--- src/logic/dag_regs.svh ---
`ifndef DAG_REGS_SVH
`define DAG_REGS_SVH

// register byte offsets on the wishbone slave
`define DAG_OFS_STATUS   8'h00
`define DAG_OFS_PAGE     8'h04
`define DAG_OFS_CTOP     8'h08
`define DAG_OFS_CBOT     8'h0C
`define DAG_OFS_RDATA    8'h10
`define DAG_OFS_PTR0     8'h20
`define DAG_OFS_PTR_END  8'h3C

// field positions in status_word_b
`define DAG_SEL_LSB      0
`define DAG_SEL_MSB      2

// widths of address, page and offset
`define DAG_AW           22
`define DAG_DW           16
`define DAG_OFF_W        6

// reset values
`define DAG_RST_PTR      22'h00_0000
`define DAG_RST_SEL      3'h0
`define DAG_RST_PAGE     16'h0000
`define DAG_RST_DATA     16'h0000

// pointer step per operand width
`define DAG_STEP_16      22'h00_0001
`define DAG_STEP_32      22'h00_0002

// fixed page used by the page-zero mode
`define DAG_PAGE_ZERO    16'h0000

`endif

--- src/logic/dag_pkg.sv ---
package dag_pkg;

  // addressing modes of one access
  typedef enum logic [2:0] {
    DAG_MODE_SEL_IND   = 3'b000,
    DAG_MODE_NAMED_IND = 3'b001,
    DAG_MODE_PAGED     = 3'b010,
    DAG_MODE_FIXED_ZERO_PAGE_MODE     = 3'b011,
    DAG_MODE_IMM       = 3'b100,
    DAG_MODE_CIRC      = 3'b101
  } dag_mode_t;

  // pointer post-modification
  typedef enum logic [1:0] {
    DAG_MOD_NONE = 2'b00,
    DAG_MOD_INC  = 2'b01,
    DAG_MOD_DEC  = 2'b10
  } dag_mod_t;

  // one access request from the decode stage
  typedef struct packed {
    dag_mode_t   mode;
    dag_mod_t    modify;
    logic [2:0]  ptr_idx;
    logic        wide;
    logic        is_write;
    logic [5:0]  offset;
    logic [15:0] imm;
    logic [15:0] wdata;
  } dag_acc_t;

  // buses toward data memory
  typedef struct packed {
    logic        rd_en;
    logic [21:0] rd_addr;
    logic        wr_en;
    logic [21:0] wr_addr;
    logic [15:0] wr_data;
  } dag_mem_t;

endpackage

--- src/logic/dag_addr_gen.sv ---
// Decided for this implementation: the address map and the Wishbone slave port.
`timescale 1ns/10ps
`include "dag_regs.svh"

module dag_addr_gen
  import dag_pkg::*;
#(
  parameter int WB_AW = 8              // wishbone byte address width
)
(
  input  wire logic             i_clk,      // core clock
  input  wire logic             i_srst,     // sync reset, active high
  input  wire logic             i_wb_cyc,   // wishbone cycle
  input  wire logic             i_wb_stb,   // wishbone strobe
  input  wire logic             i_wb_we,    // wishbone write
  input  wire logic [WB_AW-1:0] i_wb_adr,   // wishbone byte address
  input  wire logic [31:0]      i_wb_dat,   // wishbone write data
  input  wire logic [3:0]       i_wb_sel,   // wishbone byte enables
  output logic      [31:0]      o_wb_dat,   // wishbone read data
  output logic                  o_wb_ack,   // wishbone acknowledge
  input  wire logic             i_acc_vld,  // access request valid
  input  wire dag_acc_t         i_acc,      // access request
  output dag_mem_t              o_mem,      // memory address/data buses
  input  wire logic [15:0]      i_rd_data,  // read_data_bus
  output logic                  o_rd_vld,   // read data captured
  output logic      [15:0]      o_rd_data   // captured read data
);

  logic [21:0] ptr_q [8];
  logic [2:0]  pointer_select_field_q;
  logic [15:0] page_pointer_q;
  logic [21:0] circ_top_q;
  logic [21:0] circ_bot_q;
  logic        ack_q;
  logic [31:0] wb_dat_q;
  logic [31:0] wb_rd_d;
  logic        wb_wr;
  logic        wb_rd;
  logic [2:0]  acc_idx;
  logic [21:0] cur_ptr;
  logic [21:0] next_ptr;
  logic [21:0] eff_addr;
  logic        uses_ptr;
  logic        ptr_upd;
  logic        rd_vld_q;
  logic [15:0] rd_data_q;
  dag_mem_t    mem_q;

  // merge a write into an old word under byte enables
  function automatic logic [31:0] wb_merge(input logic [31:0] old_v,
                                           input logic [31:0] new_v,
                                           input logic [3:0]  sel);
    logic [31:0] res;
    res = old_v;
    for (int b = 0; b < 4; b++)
    begin
      if (sel[b])
        res[b*8 +: 8] = new_v[b*8 +: 8];
    end
    return res;
  endfunction

  // wishbone: one request per ack, ack in the next cycle
  assign wb_wr = i_wb_cyc && i_wb_stb && !ack_q && i_wb_we;
  assign wb_rd = i_wb_cyc && i_wb_stb && !ack_q && !i_wb_we;

  // pointer named by the access: explicit or by the selector
  assign acc_idx  = (i_acc.mode == DAG_MODE_NAMED_IND) ? i_acc.ptr_idx :
                    pointer_select_field_q;
  assign cur_ptr  = ptr_q[acc_idx];
  assign uses_ptr = (i_acc.mode == DAG_MODE_SEL_IND) ||
                    (i_acc.mode == DAG_MODE_NAMED_IND) ||
                    (i_acc.mode == DAG_MODE_CIRC);
  assign ptr_upd  = i_acc_vld && uses_ptr &&
                    ((i_acc.modify != DAG_MOD_NONE) ||
                     (i_acc.mode == DAG_MODE_CIRC));

  // effective data-space address
  always_comb
  begin
    eff_addr = `DAG_RST_PTR;
    unique case (i_acc.mode)
      DAG_MODE_SEL_IND:   eff_addr = cur_ptr;
      DAG_MODE_NAMED_IND: eff_addr = cur_ptr;
      DAG_MODE_CIRC:      eff_addr = cur_ptr;
      DAG_MODE_PAGED:     eff_addr = {page_pointer_q,
                                      i_acc.offset};
      DAG_MODE_FIXED_ZERO_PAGE_MODE:     eff_addr = {`DAG_PAGE_ZERO, i_acc.offset};
      DAG_MODE_IMM:       eff_addr = {6'h00, i_acc.imm};
      default:            eff_addr = `DAG_RST_PTR;
    endcase
  end

  // post-modify arithmetic
  dag_ptr_alu u_alu (
    .i_ptr    (cur_ptr),
    .i_modify (i_acc.modify),
    .i_wide   (i_acc.wide),
    .i_circ   (i_acc.mode == DAG_MODE_CIRC),
    .i_top    (circ_top_q),
    .i_bot    (circ_bot_q),
    .o_next   (next_ptr)
  );

  // pointer registers; an access update beats a bus write
  for (genvar n = 0; n < 8; n++)
  begin : g_ptr
    always_ff @(posedge i_clk)
    begin
      if (i_srst)
        ptr_q[n] <= `DAG_RST_PTR;
      else if (ptr_upd && acc_idx == 3'(n))
        ptr_q[n] <= next_ptr;
      else if (wb_wr && i_wb_adr == WB_AW'(`DAG_OFS_PTR0 + 4 * n))
        ptr_q[n] <= 22'(wb_merge({10'h000, ptr_q[n]}, i_wb_dat,
                                 i_wb_sel));
    end
  end

  // selector field; a named access wins over a bus write
  always_ff @(posedge i_clk)
  begin
    if (i_srst)
      pointer_select_field_q <= `DAG_RST_SEL;
    else if (i_acc_vld && i_acc.mode == DAG_MODE_NAMED_IND)
      pointer_select_field_q <= i_acc.ptr_idx;
    else if (wb_wr && i_wb_adr == WB_AW'(`DAG_OFS_STATUS) && i_wb_sel[0])
      pointer_select_field_q <= i_wb_dat[`DAG_SEL_MSB:`DAG_SEL_LSB];
  end

  // page pointer and circular bounds, software written
  always_ff @(posedge i_clk)
  begin
    if (i_srst)
    begin
      page_pointer_q <= `DAG_RST_PAGE;
      circ_top_q     <= `DAG_RST_PTR;
      circ_bot_q     <= `DAG_RST_PTR;
    end
    else if (wb_wr)
    begin
      if (i_wb_adr == WB_AW'(`DAG_OFS_PAGE))
        page_pointer_q <= 16'(wb_merge({16'h0000, page_pointer_q},
                                       i_wb_dat, i_wb_sel));
      if (i_wb_adr == WB_AW'(`DAG_OFS_CTOP))
        circ_top_q <= 22'(wb_merge({10'h000, circ_top_q}, i_wb_dat,
                                   i_wb_sel));
      if (i_wb_adr == WB_AW'(`DAG_OFS_CBOT))
        circ_bot_q <= 22'(wb_merge({10'h000, circ_bot_q}, i_wb_dat,
                                   i_wb_sel));
    end
  end

  // memory buses, registered one cycle after the request
  always_ff @(posedge i_clk)
  begin
    if (i_srst)
    begin
      mem_q.rd_en   <= 1'b0;
      mem_q.rd_addr <= `DAG_RST_PTR;
      mem_q.wr_en   <= 1'b0;
      mem_q.wr_addr <= `DAG_RST_PTR;
      mem_q.wr_data <= `DAG_RST_DATA;
    end
    else
    begin
      mem_q.rd_en <= i_acc_vld && !i_acc.is_write;
      mem_q.wr_en <= i_acc_vld && i_acc.is_write;
      if (i_acc_vld && !i_acc.is_write)
        mem_q.rd_addr <= eff_addr;
      if (i_acc_vld && i_acc.is_write)
      begin
        mem_q.wr_addr <= eff_addr;
        mem_q.wr_data <= i_acc.wdata;
      end
    end
  end

  assign o_mem = mem_q;

  // read data is taken in the cycle the read address stands
  always_ff @(posedge i_clk)
  begin
    if (i_srst)
    begin
      rd_vld_q  <= 1'b0;
      rd_data_q <= `DAG_RST_DATA;
    end
    else
    begin
      rd_vld_q <= mem_q.rd_en;
      if (mem_q.rd_en)
        rd_data_q <= i_rd_data;
    end
  end

  assign o_rd_vld  = rd_vld_q;
  assign o_rd_data = rd_data_q;

  // register read mux; unmapped addresses read zero
  always_comb
  begin
    wb_rd_d = 32'h0000_0000;
    if (i_wb_adr >= WB_AW'(`DAG_OFS_PTR0) &&
        i_wb_adr <= WB_AW'(`DAG_OFS_PTR_END) && i_wb_adr[1:0] == 2'b00)
      wb_rd_d = {10'h000, ptr_q[i_wb_adr[4:2]]};
    else
    begin
      unique case (i_wb_adr)
        WB_AW'(`DAG_OFS_STATUS): wb_rd_d = {29'h0000_0000,
                                            pointer_select_field_q};
        WB_AW'(`DAG_OFS_PAGE):   wb_rd_d = {16'h0000, page_pointer_q};
        WB_AW'(`DAG_OFS_CTOP):   wb_rd_d = {10'h000, circ_top_q};
        WB_AW'(`DAG_OFS_CBOT):   wb_rd_d = {10'h000, circ_bot_q};
        WB_AW'(`DAG_OFS_RDATA):  wb_rd_d = {16'h0000, rd_data_q};
        default:                 wb_rd_d = 32'h0000_0000;
      endcase
    end
  end

  // wishbone ack and read data
  always_ff @(posedge i_clk)
  begin
    if (i_srst)
    begin
      ack_q    <= 1'b0;
      wb_dat_q <= 32'h0000_0000;
    end
    else
    begin
      ack_q <= i_wb_cyc && i_wb_stb && !ack_q;
      if (wb_rd)
        wb_dat_q <= wb_rd_d;
    end
  end

  assign o_wb_ack = ack_q;
  assign o_wb_dat = wb_dat_q;
endmodule

--- src/logic/dag_ptr_alu.sv ---
`timescale 1ns/10ps
`include "dag_regs.svh"

// post-modify arithmetic for one pointer, with circular wrap
module dag_ptr_alu
  import dag_pkg::*;
(
  input  wire logic [21:0] i_ptr,    // current pointer value
  input  wire dag_mod_t    i_modify, // post-modification kind
  input  wire logic        i_wide,   // 32-bit operand
  input  wire logic        i_circ,   // circular mode
  input  wire logic [21:0] i_top,    // circular block top
  input  wire logic [21:0] i_bot,    // circular block bottom
  output logic      [21:0] o_next    // pointer after the access
);

  logic [21:0] step;

  // step size follows operand width
  assign step = i_wide ? `DAG_STEP_32 : `DAG_STEP_16;

  // next pointer value
  always_comb
  begin
    o_next = i_ptr;
    if (i_circ)
    begin
      if (i_ptr == i_bot)
        o_next = i_top;
      else
        o_next = i_ptr + step;
    end
    else
    begin
      unique case (i_modify)
        DAG_MOD_INC:  o_next = i_ptr + step;
        DAG_MOD_DEC:  o_next = i_ptr - step;
        DAG_MOD_NONE: o_next = i_ptr;
        default:      o_next = i_ptr;
      endcase
    end
  end

endmodule

--- config.mk ---
export PLATFORM = sky130hd
export DESIGN_NAME = dag_addr_gen
export DESIGN_NICKNAME = d
export VERILOG_FILES = /design/src/logic/dag_pkg.sv /design/src/logic/dag_addr_gen.sv /design/src/logic/dag_ptr_alu.sv
export VERILOG_INCLUDE_DIRS = /design/src /design/src/logic
export SDC_FILE = /design/constraint.sdc
export NUM_CORES = 1
export LEC_CHECK = 0
export ABC_CLOCK_PERIOD_IN_PS = 6200
export CAP_MARGIN = 0
export CORE_UTILIZATION = 44
export CTS_BUF_LIST = sky130_fd_sc_hd__clkbuf_16
export DETAILED_ROUTE_END_ITERATION = 6
export DONT_BUFFER_PORTS = 1
export GPL_ROUTABILITY_DRIVEN = 0
export GPL_TIMING_DRIVEN = 0
export SLEW_MARGIN = 20
export SYNTH_ARGS = -nofsm -noshare
export SYNTH_HDL_FRONTEND = slang
export SYNTH_SLANG_ARGS = --single-unit
--- constraint.sdc ---
create_clock -name i_clk -period 6.2 [get_ports i_clk]
set_clock_uncertainty 0.15 [all_clocks]
set_input_delay 0.93 -clock i_clk [delete_from_list [all_inputs] [get_ports i_clk]]
set_output_delay 0.93 -clock i_clk [all_outputs]
set_load 0.05 [all_outputs]
# [After elaboration in Yosys (flattened, before gate mapping)]
# Memories as Yosys holds them, arrays and structs flattened.
# Index checks and enable logic that the tools add are counted.
[classes] eq_ne=51 mux=196 order_cmp=2 add_sub_neg=2 n_bitwise=32 n_reduce_logical=74
[op_table] cell="$mux 8" count=80
[op_table] cell="$mux 22" count=11
[op_table] cell="$mux 6" count=40
[op_table] cell="$pmux 22 s5" count=1
[op_table] cell="$ne 4x4->1 const B" count=24
[op_table] cell="$pmux 22 s4" count=1
[op_table] cell="$eq 8x6->1 const B" count=8
[op_table] cell="$mux 1" count=58
[op_table] cell="$reduce_and 2->1" count=24
[op_table] cell="$pmux 22 s2" count=1
[op_table] cell="$or 1x1->1" count=32
[op_table] cell="$logic_and 1x1->1" count=29
[op_table] cell="$reduce_and 3->1" count=8
[op_table] cell="$add 22x22->22" count=1
[op_table] cell="$eq 22x22->1" count=1
[op_table] cell="$sub 22x22->22" count=1
[op_table] cell="$eq 3x3->1 const B" count=6
[op_table] cell="$eq 8x4->1 const B" count=2
[op_table] cell="$eq 3x2->1 const B" count=4
[op_table] cell="$mux 3" count=3
[op_table] cell="$eq 8x3->1 const B" count=1
[op_table] cell="$eq 8x5->1 const B" count=1
[op_table] cell="$ge 8x6->1 const B" count=1
[op_table] cell="$le 8x6->1 const B" count=1
[op_table] cell="other kinds (11)" count=18
[totals] in_bits=114 ff_bits=175 output_inout_bits=112 mem_bits_rw=176 wordCells=376 mem_count=1
[mem_list] memory="ptr_q" depth=8 word_bits=22 rd=2 rd_ports_with_merged_regs=0 write_ports=8 line="dag_addr_gen.sv:29" rtl="logic [21:0] ptr_q [8];"

# [Logic depth before layout (Yosys ltp)]
[logic_depth] depth_word=11 ltp_mapped=19 ltp_nobuf=15

# [Hierarchy]
# A second synthesis with hierarchy kept.
[hier_totals] cells_unflattened=2120 hier_area_um2=19872.8
[modules_own_cells] module="dag_addr_gen" area_per_inst_um2=17610.6 cells_each=1788 instances=1
[modules_own_cells] module="dag_ptr_alu" area_per_inst_um2=2262.2 cells_each=332 instances=1

# [Worst setup path after synthesis]
# OpenSTA, ideal clock, no wires.
[synth_timing] kind="input-to-reg" start="in i_acc[47] (netlist name)" end="mem ptr_q[3][19] (data pin)" arrival_ps=4905 path_slack_ps=888 required_time_ps=5794 stages=17 cell_sequence="buf_6 nor3b_2 mux2i_2 clkbuf_1 clkbuf_1 a211oi_1 o22ai_1 ha_1 a21oi_1 nor4b_2 and4_1 buf_2 and2b_1 mux2i_1 o211ai_2 a21boi_2 a22o_1"
[synth_lines] element="start, declared" line="dag_addr_gen.sv:22" rtl="input wire dag_acc_t i_acc,"
[synth_lines] element="end, declared" line="dag_addr_gen.sv:29"

==> results.tsv <==
stage	metric	value	unit
finish	storage element area	0.008588	mm^2
finish	fillers	4108	
finish	Area Overhead vs Synth	11.10	%
power_and_ir_drop	PwrDens	272.7	mW/mm^2
timing	setup TNS	-1.287	ns
clocking	total CTS buffers	39	
detailed_routing	Iteration-0 DRC Markers	2913	
min_path	hold crit path type	in2reg	
critical_path	Critical Path AT	6.44	ns
global_route	initial antenna violation count	0	
logic_synthesis	Post-synth EDFFs	176	
detailed_routing	drt first pass iters	7	
power_and_ir_drop	maximum vdd drop	0.1808	mV
outcome	status	finished, violations left	
critical_path	Worst Path Required	6.36	ns
detailed_routing	DR WL/cell	32.06	um
floorplanning	I/O pin count	226	
floorplanning	Row Count	77	
finish	layout cells sized above 1	11.26	%
logic_synthesis	Async S/R FF share, synth	0	%
clocking	CTS Sinks	341	
placement	placed inst area	0.02090	mm^2
timing	fin crit share	101.3	%
logic_synthesis	Synth Register Bits	341	
clocking	CTS tree	built	
logic_synthesis	sequential share of the synthesized area	42.89	%
logic_synthesis	Syn Inst Count	2013	
finish	nets	2189	
critical_path	reg2reg start	pointer_select_field_q[0]	
detailed_routing	residual DRC count	5	
power_and_ir_drop	total power draw	6.067	mW
clocking	Hold Buf Count CTS	0	
detailed_routing	total number of vias	18720	
logic_synthesis	synth warn	0	
critical_path	FF-to-FF setup slack	0.23	ns
clocking	# H-tree levels	2	
timing	Slew Limit Headroom	17.08	%
placement	Final HPWL DP	64750	um
critical_path	startpoint types	input port	
detailed_routing	DRT antenna net count	0	
logic_synthesis	synthesized area	0.02003	mm^2
finish	commonest non-fill, non-tap cell in the layout	nor2_1	
floorplanning	die area	0.04637	mm^2
global_route	vias in the first global route	17460	
floorplanning	area of the core	0.04451	mm^2
outcome	failing checks	DRC, setup timing	
placement	port bufs	0	
timing	worst-margin pin slew	1.244	ns
global_route	Overflow after GRT	0	
finish	Multi-input gate area	0.01064	mm^2
floorplanning	Die X	215.3	um
timing	crit path time final	6.280	ns
clocking	Clk pin slew, worst setup/hold paths	0.06	ns
floorplanning	Die Y	215.3	um
detailed_routing	final WL	86220	um
global_route	Total GRT Usage	36.16	%
flow_run	max-cap violation count	0	
clocking	clk buf depth	3	
floorplanning	Initial Util	44.99	%
logic_synthesis	syn avg cell area	9.948	um^2
finish	Design Area, Final	0.02225	mm^2
critical_path	critical path fanouts, max	10	
finish	most frequent cells in the layout	263 x nor2_1, 176 x edfxtp_1, 165 x dfxtp_1	
clocking	Root Buffer Master	clkbuf_16	
min_path	hold_sp	i_srst	
timing	final worst-path setup slack	-0.07986	ns
timing	unrepaired setup endpoints after global routing	yes	
timing	final setup violation count	37	
global_route	global-route wire length before repair	121700	um
timing	Max Freq	0.1592	GHz
critical_path	critical path type	in2reg	
timing	Fin. Hold Viols	0	
timing	Pins Over Slew Limit	0	
critical_path	Worst Setup SP	i_acc[47]	
critical_path	crit end category	register	
logic_synthesis	Netlist cell types	96	
power_and_ir_drop	Pleak	7.582	nW
clocking	clk_lat worst skew	0.56	ns
detailed_routing	vias per cell	6.962	
logic_synthesis	top_reg_cell synth	edfxtp_1	
global_route	largest net degree at the start of global routing	16	
==> metrics by stage <==
step / worst slack, ns / util (%) / cells / hold slack (ns)
finish: -0.07986 / 49.98 / 2689 / 0.3017
floorplan: 0.8883 / - / 2022 / 0.3222
detailed placement: -1.057 / 46.94 / 2618 / 0.3572
global route: -0.06006 / 49.97 / 2687 / 0.3029
CTS: 0.06663 / 49.86 / 2687 / 0.2850
global placement: -1.051 / 46.73 / 2614 / 0.3422
==> cell type report <==
| cell class | count | share of cell area, % |
|---|---|---|
| Multi-Input combinational cell | 1461 | 47.84 |
| Sequential cell | 341 | 38.60 |
| Tap cell | 592 | 3.329 |
| Timing Repair Buffer | 5 | 0.1856 |
| Buffer | 197 | 3.942 |
| Clock inverter | 27 | 0.8886 |
| Antenna cell | 2 | 0.02250 |
| Clock buffer | 43 | 4.837 |
| Inverter | 21 | 0.3543 |
==> flip-flops by register name, summed over array words and instances (netlist names) <==
name / cells
o_rd_vld: 1
o_wb_ack: 1
o_wb_dat: 22
o_mem: 62
circ_top_q: 22
o_rd_data: 16
circ_bot_q: 22
pointer_select_field_q: 3
page_pointer_q: 16
ptr_q: 176
==> worst max-delay path: stages <==
cell and delay (ns):
buf_6 0.13, and4bb_2 0.48, clkbuf_1 0.58, clkbuf_1 0.74, a211oi_1 0.11, a211oi_1 0.40, o22ai_2 0.26, fa_1 0.52
nor4_2 0.63, nand4_1 0.47, o311ai_1 0.40, o31a_1 0.20, nand3_2 0.23, a32o_1 0.35
==> repair_timing <==
action | in CTS | in global routing
endpoints found under the setup margin | 118 | 55
pin swaps | 0 | 2
buffers inserted | 0 | 1
resized for setup | 5 | 6
==> cells in the mapped netlist (4+ instances only) <==
| master | n | area, um^2 |
|---|---|---|
| nand3b_1 | 5 | 37.54 |
| o21ai_1 | 17 | 85.08 |
| clkbuf_1 | 137 | 514.2 |
| a22oi_1 | 62 | 465.5 |
| nor2_1 | 263 | 987.2 |
| buf_2 | 20 | 100.1 |
| inv_1 | 21 | 78.83 |
| nor3_1 | 50 | 250.2 |
| mux2_2 | 5 | 56.30 |
| nand2b_1 | 39 | 244.0 |
| buf_6 | 7 | 78.83 |
| a21oi_1 | 50 | 250.2 |
| a221oi_2 | 5 | 75.07 |
| a31oi_1 | 4 | 25.02 |
| buf_4 | 14 | 105.1 |
| a211o_1 | 4 | 35.03 |
| o22ai_1 | 32 | 200.2 |
| edfxtp_1 | 176 | 5285 |
| xnor2_1 | 24 | 210.2 |
| nand3_1 | 20 | 100.1 |
| and3_1 | 6 | 37.54 |
| nor2b_1 | 42 | 262.8 |
| xor2_1 | 16 | 140.1 |
| mux2i_1 | 130 | 1301 |
| ha_1 | 7 | 87.58 |
| a311oi_1 | 13 | 113.9 |
| a221oi_1 | 52 | 455.4 |
| dfxtp_1 | 165 | 3303 |
| o22a_1 | 6 | 52.55 |
| a21oi_2 | 8 | 70.07 |
| nor4_1 | 9 | 56.30 |
| buf_1 | 21 | 78.83 |
| o22ai_2 | 4 | 50.05 |
| o211ai_1 | 4 | 30.03 |
| nand2_1 | 144 | 540.5 |
| o21ai_0 | 61 | 305.3 |
| o221ai_1 | 40 | 350.3 |
| a211oi_1 | 34 | 255.2 |
| nor4_2 | 5 | 62.56 |
| nand4_1 | 10 | 62.56 |
| and2_1 | 29 | 181.4 |
| mux4_2 | 47 | 1059 |
| nor3b_1 | 4 | 30.03 |
| a32o_1 | 16 | 160.2 |
| a22o_1 | 109 | 954.7 |
==> cells by family (layout without fill, tap and decap cells) <==
group	after synthesis	in the layout	synth area share (%)
AOI/OAI and AO/OA	562	562	21.83
xor gates and xnor gates	40	40	1.749
other	1	12	0.01873
DFF	341	341	42.89
buffers and inverters	220	293	4.774
and+or+nand+nor	652	652	15.57
adders and majority gates	9	9	0.6373
muxes	188	188	12.53
==> worst paths after layout <==
check,cells after the start,to
max,14,ptr_q[0][20]
min,1,o_wb_ack
max reg2reg,17,ptr_q[3][9]
min reg2reg,2,circ_top_q[21]
==> power breakdown <==
group / total, mW / internal (mW) / switching [mW]
clock: 2.34 / 1.37 / 0.975
sequential: 2.63 / 2.45 / 0.178
combinational: 1.09 / 0.317 / 0.775
total: 6.07 / 4.14 / 1.93
==> per-layer routing <==
layer  share of wire, %  vias to the layer above  wire (um)  global-route usage, %
li1                   -                     7772          -                      -
met5                  0                        -          0                      0
met1                 37                     9104      32180                  46.91
met4                6.6                        0       5728                  20.90
met3                 13                      318      11590                  11.03
met2                 43                     1526      36720                  53.24
No activity file was read; power rests on OpenSTA's default activity.
